`src/shared/udbt_pkg.sv`:
```
/*
  Constants for the serial port data, divisor and timer register slice:
  byte offsets, field widths, enable bit positions, reset values and the
  timer state type.
  Assumes a 32-bit Avalon-MM slave with byte addresses, word aligned.
*/
package udbt_pkg;
  // ---------------------------------------------------------------
  // register byte offsets
  // ---------------------------------------------------------------
  localparam int ADDR_W = 6;
  localparam logic [5:0] OFS_IRQ_MASK = 6'h08;
  localparam logic [5:0] OFS_BAUD_INT = 6'h0C;
  localparam logic [5:0] OFS_BAUD_FRAC = 6'h10;
  localparam logic [5:0] OFS_TMR_RELOAD = 6'h14;
  localparam logic [5:0] OFS_TMR_COUNT = 6'h18;
  localparam logic [5:0] OFS_RX_WORD = 6'h24;
  localparam logic [5:0] OFS_TX_WORD = 6'h28;

  // ---------------------------------------------------------------
  // field widths and reset values
  // ---------------------------------------------------------------
  localparam int BAUD_INT_W = 16;
  localparam int BAUD_FRAC_W = 4;
  localparam int TMR_W = 24;
  localparam int WORD_W = 9;
  localparam int IRQ_W = 12;
  localparam logic [15:0] RST_BAUD_INT = 16'h0000;
  localparam logic [3:0] RST_BAUD_FRAC = 4'h0;
  localparam logic [23:0] RST_TMR = 24'h000000;
  localparam logic [8:0] RST_WORD = 9'h000;
  localparam logic [11:0] RST_IRQ_MASK = 12'h000;

  // ---------------------------------------------------------------
  // interrupt enable bit positions
  // ---------------------------------------------------------------
  localparam int IRQ_TX_EMPTY = 0;
  localparam int IRQ_TX_DONE = 1;
  localparam int IRQ_RX_DONE = 2;
  localparam int IRQ_FRAMING = 3;
  localparam int IRQ_CHECK_ERR = 4;
  localparam int IRQ_CTS = 6;
  localparam int IRQ_TMR_OVF = 9;
  localparam int IRQ_BAUD = 10;
  localparam int IRQ_BREAK_RX = 11;
  // writable enables; 8:7 and 5 stay zero
  localparam logic [11:0] IRQ_WR_MASK = 12'hE5F;
  localparam logic [11:0] RST_FLAGS = 12'h001;

  // ---------------------------------------------------------------
  // timer
  // ---------------------------------------------------------------
  localparam int TMR_EXTRA = 2;
  typedef enum logic {TMR_IDLE, TMR_RUN} udbt_tmr_state_t;
endpackage

```
`src/hw/udbt_regs.sv`:
```
/*
  Register slice of an asynchronous serial port: baud divisor, auxiliary
  timer, transmit and receive words and interrupt enables, on an
  Avalon-MM slave with waitrequest.
  Assumes flag, parity-mode and break-mode signals come from neighbouring
  logic on the same clock; frame shifters live outside.
*/
// Implementation choice: the Avalon-MM interface to the registers.
`timescale 1ns/100ps
`default_nettype none
module udbt_regs (
  input wire logic sys_clk,
  input wire logic rst,
  input wire logic clkEn,
  input wire logic [5:0] address,
  input wire logic read,
  input wire logic write,
  input wire logic [31:0] writedata,
  input wire logic [3:0] byteenable,
  output logic [31:0] readdata,
  output logic waitrequest,
  input wire logic [11:0] statusFlags,
  input wire logic txTaken,
  input wire logic customParity,
  input wire logic linBreakMode,
  input wire logic rxLoad,
  input wire logic [8:0] rxData,
  input wire logic timerStart,
  output logic [8:0] txData,
  output logic txCheckBit,
  output logic [8:0] txBreakLen,
  output logic txBufferEmpty,
  output logic timerOverflow,
  output logic timerRunning,
  output logic bitTick,
  output logic irq
);
  // ---------------------------------------------------------------
  // storage
  // ---------------------------------------------------------------
  logic [15:0] baudInt, next_baudInt;
  logic [3:0] baudFrac, next_baudFrac;
  logic [23:0] tmrReload, next_tmrReload;
  logic [23:0] tmrCount;
  logic [8:0] txWord, next_txWord;
  logic [8:0] rxWord, next_rxWord;
  logic [11:0] irqMask, next_irqMask;
  logic txEmpty, next_txEmpty;
  logic ack, next_ack;
  logic [31:0] next_readdata;
  logic next_irq;
  logic [11:0] flags;
  logic [11:0] pend;
  logic wrDo;
  logic [31:0] wrVal;
  logic [31:0] rdMux;

  // merge write data into the old value lane by lane
  function automatic logic [31:0] merge(input logic [31:0] old,
                                        input logic [31:0] wd,
                                        input logic [3:0] be);
    logic [31:0] r;
    r = old;
    for (int i = 0; i < 4; i++) begin
      if (be[i]) r[8*i +: 8] = wd[8*i +: 8];
    end
    return r;
  endfunction

  // ---------------------------------------------------------------
  // bus handshake
  // ---------------------------------------------------------------
  // one wait cycle on every access: read data is registered before
  // waitrequest drops, and writes commit one edge later, while waitrequest is low
  always_comb begin
    next_ack = (read || write) && !ack;
  end

  assign waitrequest = (read || write) && !ack;
  assign wrDo = write && ack;

  always_ff @(posedge sys_clk) begin
    if (rst) begin
      ack <= 1'b0;
    end else if (clkEn) begin
      ack <= next_ack;
    end
  end

  // ---------------------------------------------------------------
  // read mux
  // ---------------------------------------------------------------
  // reserved bits and unmapped offsets read zero; the transmit word
  // is write-only and reads zero too
  always_comb begin
    rdMux = 32'h00000000;
    unique case (address)
      udbt_pkg::OFS_IRQ_MASK: rdMux[11:0] = irqMask;
      udbt_pkg::OFS_BAUD_INT: rdMux[15:0] = baudInt;
      udbt_pkg::OFS_BAUD_FRAC: rdMux[3:0] = baudFrac;
      udbt_pkg::OFS_TMR_RELOAD: rdMux[23:0] = tmrReload;
      udbt_pkg::OFS_TMR_COUNT: rdMux[23:0] = tmrCount;
      udbt_pkg::OFS_RX_WORD: rdMux[8:0] = rxWord;
      default: rdMux = 32'h00000000;
    endcase
    next_readdata = readdata;
    if (read && !ack) next_readdata = rdMux;
  end

  always_ff @(posedge sys_clk) begin
    if (rst) begin
      readdata <= 32'h00000000;
    end else if (clkEn) begin
      readdata <= next_readdata;
    end
  end

  // ---------------------------------------------------------------
  // software registers
  // ---------------------------------------------------------------
  always_comb begin
    next_baudInt = baudInt;
    next_baudFrac = baudFrac;
    next_tmrReload = tmrReload;
    next_txWord = txWord;
    next_irqMask = irqMask;
    wrVal = 32'h00000000;
    if (wrDo) begin
      unique case (address)
        udbt_pkg::OFS_BAUD_INT: begin
          wrVal = merge({16'h0000, baudInt}, writedata, byteenable);
          next_baudInt = wrVal[15:0];
        end
        udbt_pkg::OFS_BAUD_FRAC: begin
          wrVal = merge({28'h0000000, baudFrac}, writedata, byteenable);
          next_baudFrac = wrVal[3:0];
        end
        udbt_pkg::OFS_TMR_RELOAD: begin
          wrVal = merge({8'h00, tmrReload}, writedata, byteenable);
          next_tmrReload = wrVal[23:0];
        end
        udbt_pkg::OFS_TX_WORD: begin
          wrVal = merge({23'h0, txWord}, writedata, byteenable);
          next_txWord = wrVal[8:0];
        end
        udbt_pkg::OFS_IRQ_MASK: begin
          wrVal = merge({20'h00000, irqMask}, writedata, byteenable);
          // reserved enables cannot be set, whatever software writes
          next_irqMask = wrVal[11:0] & udbt_pkg::IRQ_WR_MASK;
        end
        default: wrVal = 32'h00000000;
      endcase
    end
  end

  always_ff @(posedge sys_clk) begin
    if (rst) begin
      baudInt <= udbt_pkg::RST_BAUD_INT;
      baudFrac <= udbt_pkg::RST_BAUD_FRAC;
      tmrReload <= udbt_pkg::RST_TMR;
      txWord <= udbt_pkg::RST_WORD;
      irqMask <= udbt_pkg::RST_IRQ_MASK;
    end else if (clkEn) begin
      baudInt <= next_baudInt;
      baudFrac <= next_baudFrac;
      tmrReload <= next_tmrReload;
      txWord <= next_txWord;
      irqMask <= next_irqMask;
    end
  end

  // ---------------------------------------------------------------
  // transmit empty flag and receive word
  // ---------------------------------------------------------------
  // the shifter taking the word sets empty; if that lands on the same
  // edge as a new write, the set wins so the event is not lost
  always_comb begin
    next_txEmpty = txEmpty;
    if (wrDo && address == udbt_pkg::OFS_TX_WORD)
      next_txEmpty = 1'b0;
    if (txTaken)
      next_txEmpty = 1'b1;
    next_rxWord = rxLoad ? rxData : rxWord;
  end

  always_ff @(posedge sys_clk) begin
    if (rst) begin
      txEmpty <= udbt_pkg::RST_FLAGS[udbt_pkg::IRQ_TX_EMPTY];
      rxWord <= udbt_pkg::RST_WORD;
    end else if (clkEn) begin
      txEmpty <= next_txEmpty;
      rxWord <= next_rxWord;
    end
  end

  assign txBufferEmpty = txEmpty;
  assign txData = txWord;
  // check bit and break length are views of the same stored word
  assign txCheckBit = customParity & txWord[8];
  assign txBreakLen = linBreakMode ? txWord : 9'h000;

  // ---------------------------------------------------------------
  // baud divider and auxiliary timer
  // ---------------------------------------------------------------
  udbt_baud_gen #(
    .INT_W(udbt_pkg::BAUD_INT_W),
    .FRAC_W(udbt_pkg::BAUD_FRAC_W)
  ) u_baud (
    .sys_clk(sys_clk),
    .rst(rst),
    .clkEn(clkEn),
    .divInt(baudInt),
    .divFrac(baudFrac),
    .bitTick(bitTick)
  );

  udbt_aux_timer #(
    .W(udbt_pkg::TMR_W)
  ) u_timer (
    .sys_clk(sys_clk),
    .rst(rst),
    .clkEn(clkEn),
    .start(timerStart),
    .reload(tmrReload),
    .count(tmrCount),
    .running(timerRunning)
  );

  // level, not sticky: it follows the compare directly
  assign timerOverflow = (tmrCount >= tmrReload);

  // ---------------------------------------------------------------
  // interrupt gating
  // ---------------------------------------------------------------
  // the empty and overflow flags are owned here, the rest come in
  always_comb begin
    flags = statusFlags;
    flags[udbt_pkg::IRQ_TX_EMPTY] = txEmpty;
    flags[udbt_pkg::IRQ_TMR_OVF] = timerOverflow;
  end

  for (genvar b = 0; b < udbt_pkg::IRQ_W; b++) begin : g_pend
    assign pend[b] = flags[b] & irqMask[b];
  end

  always_comb begin
    next_irq = |pend;
  end

  always_ff @(posedge sys_clk) begin
    if (rst) begin
      irq <= 1'b0;
    end else if (clkEn) begin
      irq <= next_irq;
    end
  end

  // ---------------------------------------------------------------
  // checks
  // ---------------------------------------------------------------
  chk_bus_answer: assert property (
    @(posedge sys_clk) disable iff (rst)
    ((read || write) && waitrequest && clkEn) |=> !waitrequest)
    else $error("slave held waitrequest beyond one cycle");

  chk_mask_reserved: assert property (
    @(posedge sys_clk) disable iff (rst)
    (irqMask & ~udbt_pkg::IRQ_WR_MASK) == 12'h000)
    else $error("reserved enable bit set");

  chk_tx_empty_clear: assert property (
    @(posedge sys_clk) disable iff (rst)
    (clkEn && wrDo && address == udbt_pkg::OFS_TX_WORD && !txTaken)
    |=> !txBufferEmpty)
    else $error("transmit write left empty flag set");

  chk_irq_gate: assert property (
    @(posedge sys_clk) disable iff (rst)
    clkEn |=> (irq == |($past(flags) & $past(irqMask))))
    else $error("interrupt does not follow enabled flags");

  chk_reset_zero: assert property (
    @(posedge sys_clk)
    $past(rst) |-> (baudInt == 16'h0000 && irqMask == 12'h000
                    && tmrReload == 24'h000000 && rxWord == 9'h000))
    else $error("register not zero after reset");

  chk_rx_capture: assert property (
    @(posedge sys_clk) disable iff (rst)
    (clkEn && rxLoad) |=> (rxWord == $past(rxData)))
    else $error("receive word not captured");

  chk_check_bit: assert property (
    @(posedge sys_clk) disable iff (rst)
    (clkEn && wrDo && address == udbt_pkg::OFS_TX_WORD && byteenable[1])
    ##1 customParity |-> txCheckBit == $past(writedata[8]))
    else $error("check bit is not bit 8 of the written word");

  chk_break_len: assert property (
    @(posedge sys_clk) disable iff (rst)
    (clkEn && wrDo && address == udbt_pkg::OFS_TX_WORD
     && byteenable[1:0] == 2'h3)
    ##1 linBreakMode |-> txBreakLen == $past(writedata[8:0]))
    else $error("break length does not follow transmit word");

  chk_count_read: assert property (
    @(posedge sys_clk) disable iff (rst)
    (clkEn && read && !ack && address == udbt_pkg::OFS_TMR_COUNT)
    |=> readdata == {8'h00, $past(tmrCount)})
    else $error("count read does not return live count");
endmodule
`default_nettype wire

```
`src/hw/udbt_baud_gen.sv`:
```
/*
  Bit period tick generator with a fractional divisor.
  Assumes divisors come from registers on the same clock.
*/
`timescale 1ns/100ps
`default_nettype none
module udbt_baud_gen #(
  parameter int INT_W = 16,
  parameter int FRAC_W = 4
) (
  input wire logic sys_clk,
  input wire logic rst,
  input wire logic clkEn,
  input wire logic [INT_W-1:0] divInt,
  input wire logic [FRAC_W-1:0] divFrac,
  output logic bitTick
);
  if (INT_W < 2 || FRAC_W < 1) begin : g_bad
    $error("udbt_baud_gen: width too small");
  end

  logic [INT_W-1:0] cnt;
  logic [FRAC_W-1:0] acc;
  logic [INT_W-1:0] next_cnt;
  logic [FRAC_W-1:0] next_acc;
  logic next_bitTick;
  logic [FRAC_W:0] accSum;

  // ---------------------------------------------------------------
  // period counter with fraction dithering
  // ---------------------------------------------------------------
  // a carry out of the fraction stretches one bit by a cycle, so the
  // average period is int + frac/16 cycles
  always_comb begin
    accSum = {1'b0, acc} + {1'b0, divFrac};
    next_cnt = cnt;
    next_acc = acc;
    next_bitTick = 1'b0;
    if (divInt == '0) begin
      next_cnt = '0;
      next_acc = '0;
    end else if (cnt == '0) begin
      next_bitTick = 1'b1;
      next_acc = accSum[FRAC_W-1:0];
      next_cnt = divInt - INT_W'(1) + INT_W'(accSum[FRAC_W]);
    end else begin
      next_cnt = cnt - INT_W'(1);
    end
  end

  always_ff @(posedge sys_clk) begin
    if (rst) begin
      cnt <= '0;
      acc <= '0;
      bitTick <= 1'b0;
    end else if (clkEn) begin
      cnt <= next_cnt;
      acc <= next_acc;
      bitTick <= next_bitTick;
    end
  end

  // helper: enabled cycles since the last tick
  logic [INT_W:0] gap;
  logic seen;
  logic [INT_W-1:0] lastInt;
  // a divisor change voids the period in flight, which still runs on
  // the old value, so the check waits for a period loaded afterwards
  always_ff @(posedge sys_clk) begin
    if (rst) begin
      gap <= '0;
      seen <= 1'b0;
      lastInt <= '0;
    end else if (clkEn) begin
      gap <= bitTick ? (INT_W+1)'(1) : gap + (INT_W+1)'(1);
      seen <= (divInt != lastInt) ? 1'b0 : (seen | bitTick);
      lastInt <= divInt;
    end
  end

  chk_tick_spacing: assert property (
    @(posedge sys_clk) disable iff (rst)
    (clkEn && bitTick && seen && $stable(divInt) && divInt > 1)
    |-> (gap >= {1'b0, divInt} && gap <= {1'b0, divInt} + 1))
    else $error("bit period outside int..int+1");
endmodule
`default_nettype wire

```
`src/hw/udbt_aux_timer.sv`:
```
/*
  Auxiliary timer in general timing mode: counts clock cycles from zero.
  Assumes start is a one-cycle pulse from control decoding.
*/
`timescale 1ns/100ps
`default_nettype none
module udbt_aux_timer #(
  parameter int W = 24
) (
  input wire logic sys_clk,
  input wire logic rst,
  input wire logic clkEn,
  input wire logic start,
  input wire logic [W-1:0] reload,
  output logic [W-1:0] count,
  output logic running
);
  if (W < 2) begin : g_bad
    $error("udbt_aux_timer: width too small");
  end

  udbt_pkg::udbt_tmr_state_t state, next_state;
  logic [W-1:0] next_count;
  logic [W:0] stopAt;

  // ---------------------------------------------------------------
  // run control
  // ---------------------------------------------------------------
  // compare one bit wider; only a reload of full scale is out of the count's
  // reach and parks the timer at its top value; one below full scale wraps to zero
  always_comb begin
    stopAt = {1'b0, reload} + (W+1)'(udbt_pkg::TMR_EXTRA);
    next_state = state;
    next_count = count;
    if (start) begin
      next_state = udbt_pkg::TMR_RUN;
      next_count = '0;
    end else begin
      unique case (state)
        udbt_pkg::TMR_IDLE: ;
        udbt_pkg::TMR_RUN: begin
          next_count = count + W'(1);
          if ({1'b0, count} + (W+1)'(1) >= stopAt) begin
            next_state = udbt_pkg::TMR_IDLE;
          end else if (&count) begin
            // the count must not wrap back to zero and run on
            next_count = count;
            next_state = udbt_pkg::TMR_IDLE;
          end
        end
      endcase
    end
  end

  always_ff @(posedge sys_clk) begin
    if (rst) begin
      state <= udbt_pkg::TMR_IDLE;
      count <= '0;
    end else if (clkEn) begin
      state <= next_state;
      count <= next_count;
    end
  end

  assign running = (state == udbt_pkg::TMR_RUN);

  chk_timer_start: assert property (
    @(posedge sys_clk) disable iff (rst)
    (clkEn && start) |=> (count == '0 && running))
    else $error("timer did not restart at zero");

  chk_timer_stop: assert property (
    @(posedge sys_clk) disable iff (rst)
    (clkEn && !start && running && $stable(reload)
     && {1'b0, count} + 1 == {1'b0, reload} + 2)
    |=> (!running && {1'b0, count} == $past({1'b0, reload}) + 2))
    else $error("timer did not stop at reload plus two");
endmodule
`default_nettype wire

```
`config.mk`:
```
export PLATFORM = sky130hd
export DESIGN_NAME = udbt_regs
export DESIGN_NICKNAME = d
export VERILOG_FILES = /design/src/shared/udbt_pkg.sv /design/src/hw/udbt_regs.sv /design/src/hw/udbt_baud_gen.sv /design/src/hw/udbt_aux_timer.sv
export SDC_FILE = /design/constraint.sdc
export NUM_CORES = 1
export LEC_CHECK = 0
export BUFFER_PORTS_ARGS = -buffer_cell sky130_fd_sc_hd__buf_2
export CORE_AREA = 2 2 142 144
export CTS_BUF_LIST = sky130_fd_sc_hd__clkbuf_16
export CTS_CLUSTER_DIAMETER = 100
export CTS_CLUSTER_SIZE = 8
export DETAILED_ROUTE_END_ITERATION = 10
export DIE_AREA = 0 0 144 146
export PLACE_DENSITY = 0.73
export SYNTH_ARGS = -nofsm -noshare
export SYNTH_HDL_FRONTEND = slang
export SYNTH_SLANG_ARGS = --single-unit
```
`constraint.sdc`:
```
create_clock -name sys_clk -period 5 [get_ports sys_clk]
set_clock_uncertainty 0.2 [all_clocks]
set_input_delay 1 -clock sys_clk [delete_from_list [all_inputs] [get_ports sys_clk]]
set_output_delay 1 -clock sys_clk [all_outputs]
set_load 0.1 [all_outputs]
```
[Yosys cells after proc, flatten, opt, wreduce, memory -nomap -nowiden]
Cells that the tools add are included.
Word-level totals
  word-level logic and storage cells: 97
  bits of input ports: 73
  output and inout bits: 57
  bits in registers: 144
Cells by class
  equality and inequality tests: 8
  magnitude comparators: 2
  $add $sub $neg: 7
  reduce and logical (&&, ||, !) cells: 28
  bitwise operators: 10
  mux-type cells: 22
Operators by type and width (count)
  24-bit two-way mux: 4
  4-bit AND reduction: 10
  16-bit logical NOT: 2
  16-bit two-way mux: 2
  16-bit by 1-bit subtractor with 16-bit output, second input constant: 2
  24-bit by 1-bit adder with 25-bit output, second input constant: 1
  24-bit by 2-bit adder with 25-bit output, second input constant: 1
  25-bit greater-or-equal comparator: 1
  5-bit case mux with 5 select lines: 1
  24-bit by 1-bit adder with 24-bit output, second input constant: 1
  24-bit greater-or-equal comparator: 1
  4-bit case mux with 6 select lines: 1
  24-bit AND reduction: 1
  6-bit by 5-bit equality test with 1-bit output, second input constant: 3
  16-bit by 1-bit adder with 16-bit output: 1
  8-bit case mux with 2 select lines: 1
  6-bit by 4-bit equality test with 1-bit output, second input constant: 2
  6-bit equality test, second input constant: 2
  3-bit case mux with 4 select lines: 1
  4-bit case mux with 3 select lines: 1
  1-bit AND: 10
  9-bit two-way mux: 1
  9-bit OR reduction: 1
  1-bit two-way mux: 8
  other kinds (9): 18

[Logic depth before layout (Yosys ltp)]
  depth after elaboration: 5
  mapped depth: 17
  mapped depth without buffers: 15

[Cells and area by module]
Synthesis repeated with hierarchy kept, for this count alone.
Unflattened totals
  cell total of the unflattened synthesis: 1053
  area, all modules: 8946.1 um2
Modules (own cells, without submodules)
  udbt_regs: seq. area each 1961.9 um2, cells each 542, area an instance 4862.2 um2, times used 1
  udbt_aux_timer: seq. area each 500.5 um2, cells each 283, area an instance 2309.7 um2, times used 1
  udbt_baud_gen: seq. area each 420.4 um2, cells each 228, area an instance 1774.2 um2, times used 1

[Worst setup path before layout]
No wires, ideal clock.
  path type: register to register
  start point: register u_timer.count[4]
  end point: register u_timer.count[7]
  stages on the path, launching flop included: 18
  clock period less this slack: 4.035 ns
  data required time: 4.743 ns
  library setup time: 0.057 ns
  buffers on the path: 3
  arrival: 3.778 ns
  slack: 0.965 ns
  cells stage by stage: dfxtp_1 -> buf_2 -> and3_1 -> nand4_1 -> nor3_1 -> nand2_1 -> or3_1 -> nand2_1 -> ha_1 -> nand4_1 -> nor4_1 -> o311ai_0 -> nand4_2 -> buf_2 -> nand2_1 -> buf_2 -> nor3_1 -> a21o_1
On the way
  longest elaborated chain between the ends: 5
  elaborated cells between the ends (all ways): 10
  those cells by class: add/sub (2); order compare (1); eq/ne (1); mux (4); reduce/logical (2)
RTL lines
  start: declaration: RTL line udbt_aux_timer.sv:15  | output logic [W-1:0] count,
  start signal: assignment: RTL line udbt_aux_timer.sv:61  | count <= next_count;
  24-bit by 1-bit adder with 25-bit output / 24-bit by 1-bit adder with 24-bit output (equally long branches): RTL line udbt_aux_timer.sv:43, udbt_aux_timer.sv:42
  25-bit greater-or-equal comparator / 24-bit two-way mux (equally long branches): RTL line udbt_aux_timer.sv:43, udbt_aux_timer.sv:45
  24-bit two-way mux: RTL line udbt_aux_timer.sv:43  | if ({1'b0, count} + (W+1)'(1) >= stopAt) begin
  24-bit two-way mux: RTL line udbt_aux_timer.sv:39  | unique case (state)
  24-bit two-way mux: RTL line udbt_aux_timer.sv:35  | if (start) begin
Several ways; a longest one is shown, not always the timed one. The select of a mux whose other input is x is not followed.
A chain may end at the register's enable or synchronous reset.

[Worst setup path in the final report]
  start point: register tmrReload[1]
  end point: register u_timer.count[19]
On the way
  longest elaborated chain between the ends: 5
  elaborated cells between the ends (all ways): 7
  those cells by class: add/sub (1); order compare (1); eq/ne (1); mux (3); reduce/logical (1)
RTL lines
  start: declaration: RTL line udbt_regs.sv:43  | logic [23:0] tmrReload, next_tmrReload;
  start signal: assignment: RTL line udbt_regs.sv:160  | tmrReload <= udbt_pkg::RST_TMR;
  start signal: assignment: RTL line udbt_regs.sv:166  | tmrReload <= next_tmrReload;
  24-bit by 2-bit adder with 25-bit output (*): RTL line udbt_aux_timer.sv:32  | stopAt = {1'b0, reload} + (W+1)'(udbt_pkg::TMR_EXTRA);
  25-bit greater-or-equal comparator (*): RTL line udbt_aux_timer.sv:43
  24-bit two-way mux: RTL line udbt_aux_timer.sv:43
  24-bit two-way mux: RTL line udbt_aux_timer.sv:39
  24-bit two-way mux: RTL line udbt_aux_timer.sv:35
Mark *: on every way between the ends. The rest lies on a longest branch, timed or not. The select of a mux whose other input is x is not followed.

==> key figures <==
Run status
  – Outcome: completed

Detailed routing
  – Via count normalized by instance count: 5.841
  – Residual antenna-violating net count after detailed routing: 0
  – Count of vias placed by the detailed router: 8294
  – Number of DRC markers in iteration 0: 932
  – Routed met1 length: 11110 µm
  – Met3 WL post-DR: 2186 µm
  – DRC viols: 0
  – WL/cell: 17.73 µm
  – Met2 wirelength from detailed routing: 11360 µm
  – Highest Signal Layer: met4
  – Iteration count of the initial detailed-routing pass: 7
  – Total wire length after detailed routing: 25180 µm

Finish
  – Highest-count cells in the layout ignoring fill and taps: nor2_1, dfxtp_1, buf_2
  – Layout filler cell count: 1788
  – Area Growth Syn to Fin: 15.77%
  – Antenna Cells: 0
  – Final nets: 1275
  – Share of layout cells above drive strength 1: 14.81%
  – Utilization after layout: 51.91%

Global routing
  – Pin count of the biggest net entering global routing: 52
  – Wire length of the first global-routing pass: 40450 µm
  – GRT Util Overall: 24.34%
  – Vias in the first global route: 7619
  – Initial antenna violation count: 0
  – Total congestion overflow: 0

Synth
  – Commonest register cell after synthesis: dfxtp_1
  – Mean instance size in the synthesized netlist: 8.241 µm²
  – YS warnings: 0
  – Top cell type by total area after synthesis: dfxtp_1
  – Share of flip-flops with an asynchronous set or reset: 0%
  – Post-synthesis cell count: 1052
  – #FFs+latches synth: 144
  – Top-area cell type share of the netlist area: 33.25%
  – Register area share after synthesis: 33.25%
  – Combined area of all synthesized cells: 8670 µm²
  – Post-synth EDFFs: 0
  – Cell types with the largest area share after synthesis: dfxtp_1, ha_1, mux2i_1
  – Distinct cell type count of the synthesized netlist: 61

Clock tree
  – Clock net sink count: 144
  – Number of buffers inserted by hold repair at cts: 0
  – Clock root buffer: clkbuf_16
  – Clock buffer count from CTS: 17
  – Resized cells post-CTS: 0
  – Max Root-Sink Buffers: 2
  – Clock slew at reported path FFs: 0.07 ns
  – H-Tree Depth: 4
  – Post-CTS setup-driven buffer insertion count: 0
  – TritonCTS clock tree: done
  – Clk Latency, worst-skew pair: 0.44 ns

STA
  – Hold violation count in the final report: 0
  – Actual transition at the worst max-transition pin: 0.9803 ns
  – Worst slew margin: 34.04%
  – Setup TNS: 0 ns
  – Finish-stage setup viols: 0
  – Portion of the clock cycle consumed by the worst path in the final layout: 88.68%
  – Achievable Freq: 225.5 MHz
  – Fin Hold WS: 0.2601 ns
  – Number of max-slew violations in the final report: 0
  – Post-layout min period: 4.434 ns
  – Unrepaired setup endpoints after global routing: false

Floorplanning
  – Num ports: 130
  – Effective utilization at floorplan: 44.84%
  – Number of placement rows: 51
  – Core area: 19330 µm²
  – Horizontal die dimension: 144 µm
  – Die area: 21020 µm²
  – Die outline height: 146 µm

Pwr
  – Register share of total power: 43.3%
  – Part of the total power dissipated in combinational logic: 8.7%
  – Power density normalized to cell area: 268.8 nW/µm²
  – Clk pwr share: 48.0%
  – P_leak: 4.250 nW
  – Total power after layout: 2.698 mW
  – Switch share: 28.77%
  – Worst voltage drop across the vdd grid: 0.0002454 V
  – Switching power: 0.7760 mW
  – Power Internal: 1.922 mW

Critical path
  – Reg2Reg Launch Point: tmrReload[1]
  – Reg2reg path depth: 17
  – Crit path from: tmrReload[1]
  – Worst path required time: 5.14 ns
  – Reg2reg setup slack: 0.57 ns
  – Logic depth of the worst path, buffers included: 17
  – Critical Path AT: 4.57 ns
  – Startpoint type of the worst setup path: register
  – Worst path cell trace: ha_1 -> nand3_1 -> nor2_1 -> nand4_1 -> nor2_1 -> nand2_1 -> xnor2_1 -> ha_1 -> nand4_1 -> nor4_1 -> buf_4 -> o311ai_0 -> nand4_2 -> a221oi_4 -> buf_4 -> a21o_1 -> a21o_1
  – Crit Path Class: register to register
  – Worst-path fanout max: 19
  – Worst R2R End: u_timer.count[19]
  – Sort of element at the end of the critical path: register
  – Top delay family on crit path: simple AND/OR/NAND/NOR gates
  – Critical-path top delay cell: dfxtp_1
  – Capturing element of the worst setup path: u_timer.count[19]
  – Crit-path max cell delay: 0.51 ns
  – Worst path bufs/invs: 2

Run
  – Count of max-cap constraint violations: 0

Hold path
  – Type of the most critical hold path: register to register

Placed design
  – Final weighted congestion in routability-driven placement: 0.9367
  – Port Buffers: 107
  – Hpwl dp: 18850 µm
## logic make-up (layout without fill, tap and decap cells)
| logic type | Yosys count | count (layout) | synth area share, % |
|---|---|---|---|
| xor gates and xnor gates | 56 | 56 | 5.657 |
| muxes | 64 | 64 | 7.389 |
| AOI/OAI and AO/OA | 205 | 205 | 16.44 |
| DFF | 144 | 144 | 33.25 |
| other | 1 | 8 | 0.04325 |
| adders and majority gates | 60 | 60 | 8.746 |
| buffers and inverters | 102 | 198 | 5.066 |
| and+or+nand+nor | 420 | 420 | 23.41 |
## routing by layer
layer,vias up,GRT usage [%]
li1,3984,-
met3,49,5.923
met4,0,7.157
met2,379,37.83
met1,3882,33.40
met5,-,0
## final cells by class
type                       count  area (µm²)  share of cell area [%]
multi-input combinational    813        5379                   53.59
clock buffer                  17       425.4                   4.238
inverter                      38       142.6                   1.421
clock inverter                15       167.7                   1.670
timing repair buffer         128       708.2                   7.056
tap                          265       331.6                   3.303
sequential                   144        2883                   28.72
## cell usage after synthesis, drive strengths merged (6+ instances only)
cell / number
nand2: 78
and2: 18
o31ai: 7
buf: 23
nand3: 49
xor2: 12
inv: 38
xnor2: 44
nor2: 144
or3: 10
ha: 59
dfxtp: 144
and4: 7
nand4: 25
and3: 19
or4: 6
a21oi: 60
clkbuf: 41
a22oi: 13
a222oi: 18
nor4: 12
mux2i: 64
a221oi: 17
o21ai: 34
nor3: 37
a21o: 18
## worst min path at each step
stage          startpoint        end  slack [ns]  cells past startpoint
2_1_floorplan   rxWord[4]  rxWord[4]        0.24                      2
3_3_place_gp    rxWord[7]  rxWord[7]        0.25                      2
3_5_place_dp    rxWord[7]  rxWord[7]        0.25                      2
4_1_cts         rxWord[7]  rxWord[7]        0.26                      2
5_1_grt         rxWord[6]  rxWord[6]        0.27                      2
6_report        rxWord[8]  rxWord[8]        0.26                      2
## power by group through the flow
stage / clock, mW / sequential (mW) / combinational [mW]
global route: 1.36 / 1.17 / 0.249
global placement: 0 / 1.19 / 0.231
finish: 1.29 / 1.17 / 0.235
floorplan: 0 / 1.25 / 0.110
CTS: 1.30 / 1.17 / 0.234
detailed placement: 0 / 1.19 / 0.233
## registers in the layout, indices dropped and copies added, names as in the netlist, 4 cells and up
register       count
baudInt           16
baudFrac           4
u_baud.cnt        16
u_timer.count     24
readdata          24
rxWord             9
txData             9
tmrReload         24
irqMask            9
u_baud.acc         4
## worst reg2reg max path, delay by kind of cell, from the launching register on
family | cells | cell delay [ns]
compound gates | 4 | 0.64
xor+xnor | 1 | 0.14
fa+ha+maj | 2 | 0.60
buf+inv | 2 | 0.43
flops | 1 | 0.51
simple gates | 8 | 1.83
## per-stage QoR
stage	std cells	cell area, µm²	worst slack, ns
3_5_place_dp	1388	9444	0.6098
5_1_grt	1420	10040	0.3146
2_1_floorplan	1059	8696	0.9647
3_3_place_gp	1388	9444	0.6984
6_report	1420	10040	0.5660
4_1_cts	1420	10040	0.6028
No activity file was read; power rests on OpenSTA's default activity.
